`src/rtl/sbcts_params.svh`:
```
// timing constants and reset values for the sbc timing supervisor
`ifndef SBCTS_PARAMS_SVH
`define SBCTS_PARAMS_SVH

// ------------------------------------------------------------
// clock and internal oscillator
// ------------------------------------------------------------
`define SBCTS_CLK_MHZ            250
`define SBCTS_OSC_KHZ            512
`define SBCTS_OSC_DIV            ((`SBCTS_CLK_MHZ * 1000) / `SBCTS_OSC_KHZ)
`define SBCTS_TICKS(us)          (((us) * `SBCTS_OSC_KHZ) / 1000)
`define SBCTS_CNT_W              22
`define SBCTS_NWP_W              3

// ------------------------------------------------------------
// times; mid-range so the limits hold over oscillator spread
// ------------------------------------------------------------
`define SBCTS_T_RST_LONG_US      22500
`define SBCTS_T_RST_SHORT_US     4300
`define SBCTS_T_CLAMP_US         117000
`define SBCTS_T_WATCHDOG_DISABLE_PIN_US         1600
`define SBCTS_T_WAKE_US          25
`define SBCTS_T_CAN_PULSE_NS     1750
`define SBCTS_T_CAN_WAKE_TO_US   800
`define SBCTS_T_CAN_TXD_US       3150
`define SBCTS_T_LIN_TXD_US       50000
`define SBCTS_T_LIN_WAKE_US      66
`define SBCTS_T_WB_LOW_US        252
`define SBCTS_T_WB_CY_LONG_US    64650
`define SBCTS_T_WB_CY_SHORT_US   16150

// ------------------------------------------------------------
// derived counts
// ------------------------------------------------------------
`define SBCTS_RST_LONG_TICKS     `SBCTS_TICKS(`SBCTS_T_RST_LONG_US)
`define SBCTS_RST_SHORT_TICKS    `SBCTS_TICKS(`SBCTS_T_RST_SHORT_US)
`define SBCTS_CLAMP_TICKS        `SBCTS_TICKS(`SBCTS_T_CLAMP_US)
`define SBCTS_WATCHDOG_DISABLE_PIN_TICKS        `SBCTS_TICKS(`SBCTS_T_WATCHDOG_DISABLE_PIN_US)
`define SBCTS_WAKE_TICKS         `SBCTS_TICKS(`SBCTS_T_WAKE_US)
`define SBCTS_CAN_PULSE_CYC      ((`SBCTS_T_CAN_PULSE_NS * `SBCTS_CLK_MHZ) / 1000)
`define SBCTS_CAN_WAKE_TO_TICKS  `SBCTS_TICKS(`SBCTS_T_CAN_WAKE_TO_US)
`define SBCTS_CAN_TXD_TICKS      `SBCTS_TICKS(`SBCTS_T_CAN_TXD_US)
`define SBCTS_LIN_TXD_TICKS      `SBCTS_TICKS(`SBCTS_T_LIN_TXD_US)
`define SBCTS_LIN_WAKE_TICKS     `SBCTS_TICKS(`SBCTS_T_LIN_WAKE_US)
`define SBCTS_WB_LOW_TICKS       `SBCTS_TICKS(`SBCTS_T_WB_LOW_US)
`define SBCTS_WB_CY_LONG_TICKS   `SBCTS_TICKS(`SBCTS_T_WB_CY_LONG_US)
`define SBCTS_WB_CY_SHORT_TICKS  `SBCTS_TICKS(`SBCTS_T_WB_CY_SHORT_US)
`define SBCTS_WD_MS_TICKS        `SBCTS_OSC_KHZ

// ------------------------------------------------------------
// nominal watchdog periods per field code, in ms
// ------------------------------------------------------------
`define SBCTS_WD_P0_MS           8
`define SBCTS_WD_P1_MS           16
`define SBCTS_WD_P2_MS           32
`define SBCTS_WD_P3_MS           64
`define SBCTS_WD_P4_MS           128
`define SBCTS_WD_P5_MS           256
`define SBCTS_WD_P6_MS           1024
`define SBCTS_WD_P7_MS           4096

// ------------------------------------------------------------
// reset values
// ------------------------------------------------------------
`define SBCTS_RST_ACTIVE_INIT    1'h1
`define SBCTS_WAKE_FILT_INIT     2'h0
`define SBCTS_WATCHDOG_DISABLE_PIN_INIT         1'h0
`define SBCTS_WAKE_BIAS_OUTPUT_INIT         1'h0

`endif

```
`src/rtl/sbcts_pkg.sv`:
```
// shared types for the sbc timing supervisor
`include "sbcts_params.svh"
package sbcts_pkg;

	typedef logic [`SBCTS_CNT_W-1:0] sbcts_cnt_type;

	typedef enum logic [2:0] {
		SBCTS_NORMAL  = 3'h1,
		SBCTS_STANDBY = 3'h2,
		SBCTS_SLEEP   = 3'h4
	} sbcts_mode_type;

	typedef enum logic [3:0] {
		CW_IDLE = 4'h1,
		CW_REC  = 4'h2,
		CW_DOM  = 4'h4,
		CW_CONF = 4'h8
	} sbcts_canwk_type;

	typedef struct packed {
		logic local_a;
		logic local_b;
		logic can;
		logic lin_a;
		logic lin_b;
	} sbcts_wake_type;

	typedef struct packed {
		logic reset_clamp;
		logic supply_clamp;
		logic can_tx_timeout;
		logic lin_a_tx_timeout;
		logic lin_b_tx_timeout;
	} sbcts_fault_type;

endpackage

```
`src/rtl/sbcts_hold_timer.sv`:
```
// hold timer: flags a condition that has lasted a number of oscillator ticks
`timescale 1ns/1ps
`default_nettype none
module sbcts_hold_timer
	import sbcts_pkg::*;
(
	// clock and reset
	input  wire logic          clk_sys,
	input  wire logic          sys_rst,
	// timing
	input  wire logic          tick,
	input  wire logic          hold,
	input  wire sbcts_cnt_type limit,
	// result
	output logic               expired
);

	sbcts_cnt_type cnt;

	// any break in the condition starts the count again
	always_ff @(posedge clk_sys or posedge sys_rst) begin
		if (sys_rst)
			cnt <= '0;
		else if (!hold)
			cnt <= '0;
		else if (tick && (cnt < limit))
			cnt <= cnt + 1'b1;
	end

	assign expired = hold && (cnt >= limit);

endmodule // sbcts_hold_timer
`default_nettype wire

```
`src/rtl/sbcts_timing_supervisor.sv`:
```
// timing supervisor: watchdog, reset pulse, clamps, filters, wake-up, time-outs, wake bias
//
// Operation
// - in window mode a trigger before half the nominal period in Normal mode forces a system reset.
// - a trigger between half and the full nominal period restarts the watchdog without reset.
// - no trigger within the nominal period means overflow and a system reset.
// - the early limit holds in Normal mode only, the overflow limit in all modes, both in window mode only.
// - the nominal period comes from the period field written by the microcontroller.
// - the reset pulse lasts 20 to 25 ms with a weak pull-up and 3.6 to 5 ms with a 1 kOhm pull-up.
// - with the watchdog enabled a reset pin held low while released for 95 to 140 ms is flagged.
// - with supply and watchdog on, the supply below 0.9 of nominal for 95 to 140 ms is flagged.
// - a local wake input change counts as wake-up only after 10 to 40 us of stability.
// - CAN wake-up in Sleep needs alternating recessive and dominant pulses each above 0.5 to 3 us.
// - the CAN wake pattern is dropped when its parts are more than 0.4 to 1.2 ms apart.
// - an online CAN transmit input held low longer than 1.8 to 4.5 ms is flagged.
// - an online LIN transmit input held low longer than 20 to 80 ms is flagged.
// - LIN wake-up needs the bus dominant longer than 28 to 104 us.
`timescale 1ns/1ps
`default_nettype none
`include "sbcts_params.svh"
module sbcts_timing_supervisor
	import sbcts_pkg::*;
#(
	parameter int OSC_DIV           = `SBCTS_OSC_DIV,
	parameter int RST_LONG_TICKS    = `SBCTS_RST_LONG_TICKS,
	parameter int RST_SHORT_TICKS   = `SBCTS_RST_SHORT_TICKS,
	parameter int CLAMP_TICKS       = `SBCTS_CLAMP_TICKS,
	parameter int LIN_TXD_TICKS     = `SBCTS_LIN_TXD_TICKS,
	parameter int WB_CY_LONG_TICKS  = `SBCTS_WB_CY_LONG_TICKS,
	parameter int WB_CY_SHORT_TICKS = `SBCTS_WB_CY_SHORT_TICKS,
	parameter int WD_MS_TICKS       = `SBCTS_WD_MS_TICKS
) (
	// clock and reset
	input  wire logic                   clk_sys,
	input  wire logic                   sys_rst,
	// mode and watchdog control
	input  wire sbcts_mode_type         op_mode,
	input  wire logic                   wd_window_mode,
	input  wire logic [`SBCTS_NWP_W-1:0] nominal_period_field,
	input  wire logic                   wd_trigger,
	input  wire logic                   watchdog_disable_pin,
	// microcontroller supply
	input  wire logic                   mcu_supply_active,
	input  wire logic                   mcu_supply_low,
	// system reset pin, open drain
	input  wire logic                   system_reset_pin_in,
	output logic                        system_reset_pin_out,
	output logic                        system_reset_pin_oe,
	input  wire logic                   rst_pullup_short,
	// local wake inputs
	input  wire logic                   local_wake_input_a,
	input  wire logic                   local_wake_input_b,
	// can channel
	input  wire logic                   can_online,
	input  wire logic                   can_transmit_input,
	input  wire logic                   can_bus_dominant,
	// lin channels
	input  wire logic                   lin_online_a,
	input  wire logic                   lin_online_b,
	input  wire logic                   lin_transmit_input_a,
	input  wire logic                   lin_transmit_input_b,
	input  wire logic                   lin_bus_dominant_a,
	input  wire logic                   lin_bus_dominant_b,
	// wake bias
	input  wire logic                   wake_bias_cycle_select,
	output logic                        wake_bias_output,
	// status
	output sbcts_wake_type              wake_events,
	output sbcts_fault_type             fault_flags,
	output logic                        watchdog_disabled
);

	// ------------------------------------------------------------
	// oscillator tick
	// ------------------------------------------------------------
	logic [15:0] div_cnt;
	logic        tick;

	assign tick = (div_cnt == 16'(OSC_DIV - 1));

	always_ff @(posedge clk_sys or posedge sys_rst) begin
		if (sys_rst)
			div_cnt <= 16'h0000;
		else if (tick)
			div_cnt <= 16'h0000;
		else
			div_cnt <= div_cnt + 16'h0001;
	end

	// ------------------------------------------------------------
	// hold timers
	// ------------------------------------------------------------
	localparam int T_RCL = 0;
	localparam int T_SCL = 1;
	localparam int T_CTX = 2;
	localparam int T_LTA = 3;
	localparam int T_LTB = 4;
	localparam int T_LWA = 5;
	localparam int T_LWB = 6;
	localparam int T_WKA = 7;
	localparam int T_WKB = 8;
	localparam int T_WDO = 9;
	localparam int NT    = 10;

	logic [NT-1:0] hold;
	logic [NT-1:0] expired;
	sbcts_cnt_type limit [NT];
	logic [1:0]    wake_filt;
	logic          rst_active;

	assign hold[T_RCL] = !watchdog_disabled && !rst_active && !system_reset_pin_in;
	assign hold[T_SCL] = mcu_supply_active && !watchdog_disabled && mcu_supply_low;
	assign hold[T_CTX] = can_online && !can_transmit_input;
	assign hold[T_LTA] = lin_online_a && !lin_transmit_input_a;
	assign hold[T_LTB] = lin_online_b && !lin_transmit_input_b;
	assign hold[T_LWA] = (op_mode != SBCTS_NORMAL) && lin_bus_dominant_a;
	assign hold[T_LWB] = (op_mode != SBCTS_NORMAL) && lin_bus_dominant_b;
	assign hold[T_WKA] = local_wake_input_a != wake_filt[0];
	assign hold[T_WKB] = local_wake_input_b != wake_filt[1];
	assign hold[T_WDO] = watchdog_disable_pin != watchdog_disabled;

	// every limit is an oscillator tick count
	assign limit[T_RCL] = sbcts_cnt_type'(CLAMP_TICKS);
	assign limit[T_SCL] = sbcts_cnt_type'(CLAMP_TICKS);
	assign limit[T_CTX] = sbcts_cnt_type'(`SBCTS_CAN_TXD_TICKS);
	assign limit[T_LTA] = sbcts_cnt_type'(LIN_TXD_TICKS);
	assign limit[T_LTB] = sbcts_cnt_type'(LIN_TXD_TICKS);
	assign limit[T_LWA] = sbcts_cnt_type'(`SBCTS_LIN_WAKE_TICKS);
	assign limit[T_LWB] = sbcts_cnt_type'(`SBCTS_LIN_WAKE_TICKS);
	assign limit[T_WKA] = sbcts_cnt_type'(`SBCTS_WAKE_TICKS);
	assign limit[T_WKB] = sbcts_cnt_type'(`SBCTS_WAKE_TICKS);
	assign limit[T_WDO] = sbcts_cnt_type'(`SBCTS_WATCHDOG_DISABLE_PIN_TICKS);

	genvar gi;
	generate
		for (gi = 0; gi < NT; gi++) begin : g_tmr
			sbcts_hold_timer u_tmr (
				.clk_sys (clk_sys),
				.sys_rst (sys_rst),
				.tick    (tick),
				.hold    (hold[gi]),
				.limit   (limit[gi]),
				.expired (expired[gi])
			);
		end
	endgenerate

	// filtered levels flip once the new level has lasted
	always_ff @(posedge clk_sys or posedge sys_rst) begin
		if (sys_rst) begin
			wake_filt         <= `SBCTS_WAKE_FILT_INIT;
			watchdog_disabled <= `SBCTS_WATCHDOG_DISABLE_PIN_INIT;
		end else begin
			if (expired[T_WKA])
				wake_filt[0] <= ~wake_filt[0];
			if (expired[T_WKB])
				wake_filt[1] <= ~wake_filt[1];
			if (expired[T_WDO])
				watchdog_disabled <= ~watchdog_disabled;
		end
	end

	// ------------------------------------------------------------
	// window watchdog
	// ------------------------------------------------------------
	function automatic sbcts_cnt_type wd_period(input logic [`SBCTS_NWP_W-1:0] f);
		int ms;
		case (f)
			3'h0:    ms = `SBCTS_WD_P0_MS;
			3'h1:    ms = `SBCTS_WD_P1_MS;
			3'h2:    ms = `SBCTS_WD_P2_MS;
			3'h3:    ms = `SBCTS_WD_P3_MS;
			3'h4:    ms = `SBCTS_WD_P4_MS;
			3'h5:    ms = `SBCTS_WD_P5_MS;
			3'h6:    ms = `SBCTS_WD_P6_MS;
			default: ms = `SBCTS_WD_P7_MS;
		endcase
		return sbcts_cnt_type'(ms * WD_MS_TICKS);
	endfunction

	sbcts_cnt_type wd_cnt;
	sbcts_cnt_type wd_period_now;
	sbcts_cnt_type wd_half;
	logic          wd_active;
	logic          wd_early;
	logic          wd_overflow;

	// half and full period sit inside both tolerance bands
	assign wd_period_now = wd_period(nominal_period_field);
	assign wd_half       = wd_period_now >> 1;
	assign wd_active     = wd_window_mode && !watchdog_disabled && !rst_active;
	assign wd_early      = wd_active && wd_trigger && (op_mode == SBCTS_NORMAL) && (wd_cnt < wd_half);
	assign wd_overflow   = wd_active && (wd_cnt >= wd_period_now);

	always_ff @(posedge clk_sys or posedge sys_rst) begin
		if (sys_rst)
			wd_cnt <= '0;
		else if (!wd_active || wd_trigger || wd_overflow)
			wd_cnt <= '0;
		else if (tick)
			wd_cnt <= wd_cnt + 1'b1;
	end

	// ------------------------------------------------------------
	// system reset pulse
	// ------------------------------------------------------------
	sbcts_cnt_type rst_cnt;
	sbcts_cnt_type rst_len;

	// pulse length is fixed by what pull-up the board fits
	assign rst_len = rst_pullup_short ? sbcts_cnt_type'(RST_SHORT_TICKS) : sbcts_cnt_type'(RST_LONG_TICKS);

	always_ff @(posedge clk_sys or posedge sys_rst) begin
		if (sys_rst) begin
			rst_active <= `SBCTS_RST_ACTIVE_INIT;
			rst_cnt    <= '0;
		end else if (wd_early || wd_overflow) begin
			rst_active <= 1'b1;
			rst_cnt    <= '0;
		end else if (rst_active && tick) begin
			if (rst_cnt >= rst_len - 1'b1) begin
				rst_active <= 1'b0;
				rst_cnt    <= '0;
			end else begin
				rst_cnt <= rst_cnt + 1'b1;
			end
		end
	end

	assign system_reset_pin_out = 1'b0;
	assign system_reset_pin_oe  = rst_active;

	// ------------------------------------------------------------
	// can bus wake-up pattern
	// ------------------------------------------------------------
	sbcts_canwk_type can_st;
	sbcts_canwk_type next_can_st;
	logic            can_dom_q;
	logic [9:0]      can_pcnt;
	logic [9:0]      can_to_cnt;
	logic            can_edge;
	logic            can_long;
	logic            can_to;
	logic            can_wake;

	assign can_edge = can_bus_dominant != can_dom_q;
	assign can_long = can_pcnt >= 10'(`SBCTS_CAN_PULSE_CYC);
	assign can_to   = can_to_cnt >= 10'(`SBCTS_CAN_WAKE_TO_TICKS);

	// pulses below the oscillator grain are timed on clk_sys
	always_comb begin
		next_can_st = can_st;
		can_wake    = 1'b0;
		case (can_st)
			CW_IDLE: begin
				if (!can_bus_dominant && !can_edge && can_long)
					next_can_st = CW_REC;
			end
			CW_REC: begin
				if (can_edge && !can_bus_dominant)
					next_can_st = can_long ? CW_DOM : CW_IDLE;
			end
			CW_DOM: begin
				if (can_to)
					next_can_st = CW_IDLE;
				else if (can_edge && can_bus_dominant)
					next_can_st = can_long ? CW_CONF : CW_IDLE;
			end
			CW_CONF: begin
				if (can_to) begin
					next_can_st = CW_IDLE;
				end else if (can_bus_dominant && !can_edge && can_long) begin
					next_can_st = CW_IDLE;
					can_wake    = 1'b1;
				end
			end
			default: next_can_st = CW_IDLE;
		endcase
		if (op_mode != SBCTS_SLEEP) begin
			next_can_st = CW_IDLE;
			can_wake    = 1'b0;
		end
	end

	always_ff @(posedge clk_sys or posedge sys_rst) begin
		if (sys_rst) begin
			can_st     <= CW_IDLE;
			can_dom_q  <= 1'b0;
			can_pcnt   <= 10'h000;
			can_to_cnt <= 10'h000;
		end else begin
			can_st    <= next_can_st;
			can_dom_q <= can_bus_dominant;
			if (can_edge)
				can_pcnt <= 10'h000;
			else if (!can_long)
				can_pcnt <= can_pcnt + 10'h001;
			if (next_can_st != CW_DOM && next_can_st != CW_CONF)
				can_to_cnt <= 10'h000;
			else if (tick && !can_to)
				can_to_cnt <= can_to_cnt + 10'h001;
		end
	end

	// ------------------------------------------------------------
	// wake events and fault flags
	// ------------------------------------------------------------
	logic [1:0]      lin_wk_q;
	sbcts_wake_type  next_wake_events;
	sbcts_fault_type next_fault_flags;

	assign next_wake_events = '{
		local_a: expired[T_WKA],
		local_b: expired[T_WKB],
		can:     can_wake,
		lin_a:   expired[T_LWA] && !lin_wk_q[0],
		lin_b:   expired[T_LWB] && !lin_wk_q[1]
	};
	assign next_fault_flags = '{
		reset_clamp:      expired[T_RCL],
		supply_clamp:     expired[T_SCL],
		can_tx_timeout:   expired[T_CTX],
		lin_a_tx_timeout: expired[T_LTA],
		lin_b_tx_timeout: expired[T_LTB]
	};

	always_ff @(posedge clk_sys or posedge sys_rst) begin
		if (sys_rst) begin
			lin_wk_q    <= 2'h0;
			wake_events <= '0;
			fault_flags <= '0;
		end else begin
			lin_wk_q    <= {expired[T_LWB], expired[T_LWA]};
			wake_events <= next_wake_events;
			fault_flags <= next_fault_flags;
		end
	end

	// ------------------------------------------------------------
	// wake bias strobe
	// ------------------------------------------------------------
	sbcts_cnt_type wb_cnt;
	sbcts_cnt_type wb_cycle;

	assign wb_cycle = wake_bias_cycle_select ? sbcts_cnt_type'(WB_CY_LONG_TICKS)
	                                         : sbcts_cnt_type'(WB_CY_SHORT_TICKS);

	always_ff @(posedge clk_sys or posedge sys_rst) begin
		if (sys_rst) begin
			wb_cnt           <= '0;
			wake_bias_output <= `SBCTS_WAKE_BIAS_OUTPUT_INIT;
		end else begin
			if (tick)
				wb_cnt <= (wb_cnt >= wb_cycle - 1'b1) ? '0 : wb_cnt + 1'b1;
			wake_bias_output <= wb_cnt >= sbcts_cnt_type'(`SBCTS_WB_LOW_TICKS);
		end
	end
endmodule // sbcts_timing_supervisor
`default_nettype wire

```
`config.mk`:
```
export PLATFORM = sky130hd
export DESIGN_NAME = sbcts_timing_supervisor
export DESIGN_NICKNAME = d
export VERILOG_FILES = /design/src/rtl/sbcts_pkg.sv /design/src/rtl/sbcts_hold_timer.sv /design/src/rtl/sbcts_timing_supervisor.sv
export VERILOG_INCLUDE_DIRS = /design/src /design/src/rtl
export SDC_FILE = /design/constraint.sdc
export NUM_CORES = 1
export LEC_CHECK = 0
export BUFFER_PORTS_ARGS = -buffer_cell sky130_fd_sc_hd__buf_2
export CAP_MARGIN = 20
export CORE_MARGIN = 2
export CORE_UTILIZATION = 60
export DETAILED_ROUTE_END_ITERATION = 8
export GPL_TIMING_DRIVEN = 1
export PLACE_DENSITY = 0.77
export SLEW_MARGIN = 15
export SYNTH_ARGS = -nofsm -noshare
export SYNTH_HDL_FRONTEND = slang
export SYNTH_HIERARCHICAL = 1
export SYNTH_SLANG_ARGS = --single-unit
```
`constraint.sdc`:
```
create_clock -name clk_sys -period 3.9 [get_ports clk_sys]
set_clock_uncertainty 0.05 [all_clocks]
set_input_delay 0.195 -clock clk_sys [delete_from_list [all_inputs] [get_ports clk_sys]]
set_output_delay 0.195 -clock clk_sys [all_outputs]
set_load 0.05 [all_outputs]
```
==> reports/results.txt <==
DRT Wirelength = 55.8 mm
Layout cells sized above 1 = 0.0772
Met1 Resource Use GR = 0.332
Die area = 0.0435 mm^2
Leak pwr = 11.8 nW
Top cells by area, synth = dfrtp_1 (34%), ha_1 (13%), a21oi_1 (5.8%)
Flop pwr share = 0.433
Vias per inst = 5.92
Crit start category = register
Worst r2r src = wd_cnt[12]
Worst-case clock buffer depth = 3
CTS tree = built
Crit Path Category = register to register
Maxcap violations = 0
Post-layout util = 0.679
Worst slew pin tran = 0.999 ns
HP Class = input port to asynchronous set/reset pin
Worst reg-to-reg setup slack = 0.64 ns
Vias in the first global route = 21600
Setup TNS = 0 ns
Initial drt markers = 1223
Crit Path Max Fanout = 17
Failing checks = negative hold slack
Period utilization = 0.837
Crit path DAT = 3.64 ns
Row count = 74
Vias = 21800
Antenna Cells = 0
Worst skew pair latency = 0.55 ns
CP Capture Type = register
Slew headroom = 0.333
Num CTS Buffers = 41
GRT Util Overall = 0.261
Initial core utilization = 0.611
Num Clock Sinks = 344
Die H = 209 um
Reg-to-reg critical path endpoint = rst_cnt[12]
Seq/Total Area, Yosys = 0.343
Final hold viol count = 11
Status = complete, but fails checks
Final setup vio count = 0
Crit path time final = 3.26 ns
Critical path required time = 4.28 ns
Cells after Synth = 2907
Top-area cell type share of the netlist area = 0.341
Dominant cell type by area after synthesis = dfrtp_1
Post-synth top flop = dfrtp_1
Post-DRT Antenna Nets = 0
Overflow after GRT = 0
M3 GR Usage = 0.0361
I/O Buffers = 39
Synth-to-Final Area Change = 11.1%
Sw frac = 0.252
Worst reg-to-reg path cell count = 9
Nets = 3433
Max Transition Viols Final = 0
GRT busiest layer = met2
VDD IR-drop max = 0.000307 V
Number of synthesis warnings = 6
DRC errors left = 0
Yosys cell types = 80
Post-DP HPWL = 39.4 mm
Sw Pwr = 2.12 mW
Initial DRT Pass Iterations = 5
Fmax = 0.306 GHz
Clock share of power = 0.470
Met2 usage = 0.466
RSZ-0062 raised after global routing = false
RD Place Congestion = 0.902
Wire per inst = 15.1 um
Core area = 0.0411 mm^2
Pwr dens = 301 mW/mm^2
Pin count of the biggest net entering global routing = 98
Root buf cell = clkbuf_16
Hold WS = -0.0300 ns
Cell area after synthesis = 0.0251 mm^2
Synthesized flop and latch total = 344
FFs w/ async S/R, synth = 1.00
CTS H-tree lvls = 2
Clk slew on worst S/H paths = 0.06 ns
P_int = 6.29 mW
First-pass GRT wire length = 97.9 mm
Mean post-synth cell area = 8.64 um^2
Top Ports = 41
Combinational power share = 0.097
Initial antenna violation count = 0
Number of enable flip-flop cells after synthesis = 0
Width of the die = 209 um
==> power by group through the flow <==
stage          logic [mW]  registers, mW  clock network (mW)
3_3_place_gp        0.769           3.70                   0
4_1_cts             0.810           3.64                4.04
5_1_grt             0.923           3.64                4.19
3_5_place_dp        0.802           3.71                   0
6_report            0.813           3.64                3.95
2_1_floorplan       0.547           3.72                   0
==> cells by family after synthesis <==
group,count (synthesis),synth area share
multiplexers,41,0.0164
XOR/XNOR,61,0.0213
other,2,0.000299
buffers and inverters,439,0.0723
adder cells (fa/ha/maj),271,0.135
AND/OR/NAND/NOR,1086,0.245
AO/OA/AOI/OAI,663,0.167
flip-flops,344,0.343
==> synthesized netlist by cell type, drive strengths merged (5+ instances only) <==
library cell / instances
dfrtp: 342
inv: 317
nand2: 297
a21oi: 292
ha: 271
nor2: 154
o31ai: 110
o21ai: 104
nand4: 100
nand3: 96
or4: 92
or3: 72
nor3: 63
clkbuf: 60
nor4: 60
buf: 52
mux2i: 40
and3: 39
nand2b: 31
xor2: 31
xnor2: 30
and4: 21
a22o: 19
a31oi: 19
nor2b: 18
or2: 14
o21a: 13
o211ai: 12
o31a: 12
a22oi: 11
o41ai: 11
clkinv: 10
o221a: 10
o221ai: 10
o311ai: 10
and2: 8
a41oi: 5
nand3b: 5
nor3b: 5
==> metal layers <==
layer  part of all wire  routed length, um  up-vias
met3              0.038               2100       92
met2               0.50              28100      407
li1                   -                  -    10800
met5                  0                  0        -
met1               0.44              24700    10600
met4              0.018                991        0
==> placed cells by master (no fill, tap or decap), drive strengths merged, types with 39 or more instances in the layout <==
cell    count
and3       39
buf        73
nand4     100
nor3       63
o21ai     104
conb      221
ha        271
dfrtp     342
clkbuf     61
or4        92
inv       317
or3        72
mux2i      40
nand2     297
nand3      96
o31ai     110
nor2      154
nor4       60
a21oi     292
==> critical path, stage by stage, from the launching register on <==
cell       delay [ns]
dfrtp_1          0.42
inv_1            0.10
ha_1             0.28
nor4b_1          0.38
and3_1           0.29
a2111oi_4        0.11
o211ai_1         0.80
buf_4            0.35
o31ai_1          0.10
a22o_1           0.25
==> registers in the layout, indices dropped and copies added, names as in the netlist <==
register / count
watchdog_disabled: 1
wake_filt: 2
wd_cnt: 22
fault_flags: 5
can_pcnt: 10
wb_cnt: 22
rst_cnt: 22
can_to_cnt: 10
wake_events: 5
lin_wk_q: 2
system_reset_pin_oe: 1
div_cnt: 16
wake_bias_output: 1
can_st: 4
can_dom_q: 1
g_tmr.u_tmr/cnt: 220
==> what timing repair did <==
action                    CTS  global route
hold buffers                5             0
gates resized for setup     0             0
buffers inserted            0             0
hold endpoints to repair    4             0
==> worst max-delay path by stage <==
stage	start	endpoint	slack [ns]	depth (start not counted)
floorplan	sys_rst	can_dom_q	0.36	1
global placement	nominal_period_field[0]	rst_cnt[12]	0.74	10
detailed placement	nominal_period_field[0]	rst_cnt[12]	0.59	10
CTS	wd_cnt[12]	rst_cnt[12]	0.66	9
global route	wd_cnt[12]	rst_cnt[12]	0.46	9
finish	wd_cnt[12]	rst_cnt[12]	0.64	9
==> final cells by class <==
cell class | instances | area, um^2
Multi-Input combinational cell | 2343 | 15500
Fill cell | 3284 | 13200
Sequential cell | 344 | 8610
Inverter | 327 | 1230
Clock buffer | 61 | 1170
Tap cell | 532 | 666
Timing Repair Buffer | 78 | 513
Clock inverter | 8 | 193
==> through the flow <==
step,area [um^2],setup WS [ns],hold WS [ns],power [mW],std cells
final,27900,0.637,-0.0300,8.41,3693
after global routing,27900,0.458,0.0392,8.75,3693
after CTS,27900,0.662,0.00206,8.49,3693
after detailed placement,26500,0.591,0.305,4.51,3619
after global placement,26500,0.742,0.299,4.47,3619
after floorplan,26000,0.359,0.134,4.27,3126
No activity file was read; power rests on OpenSTA's default activity.
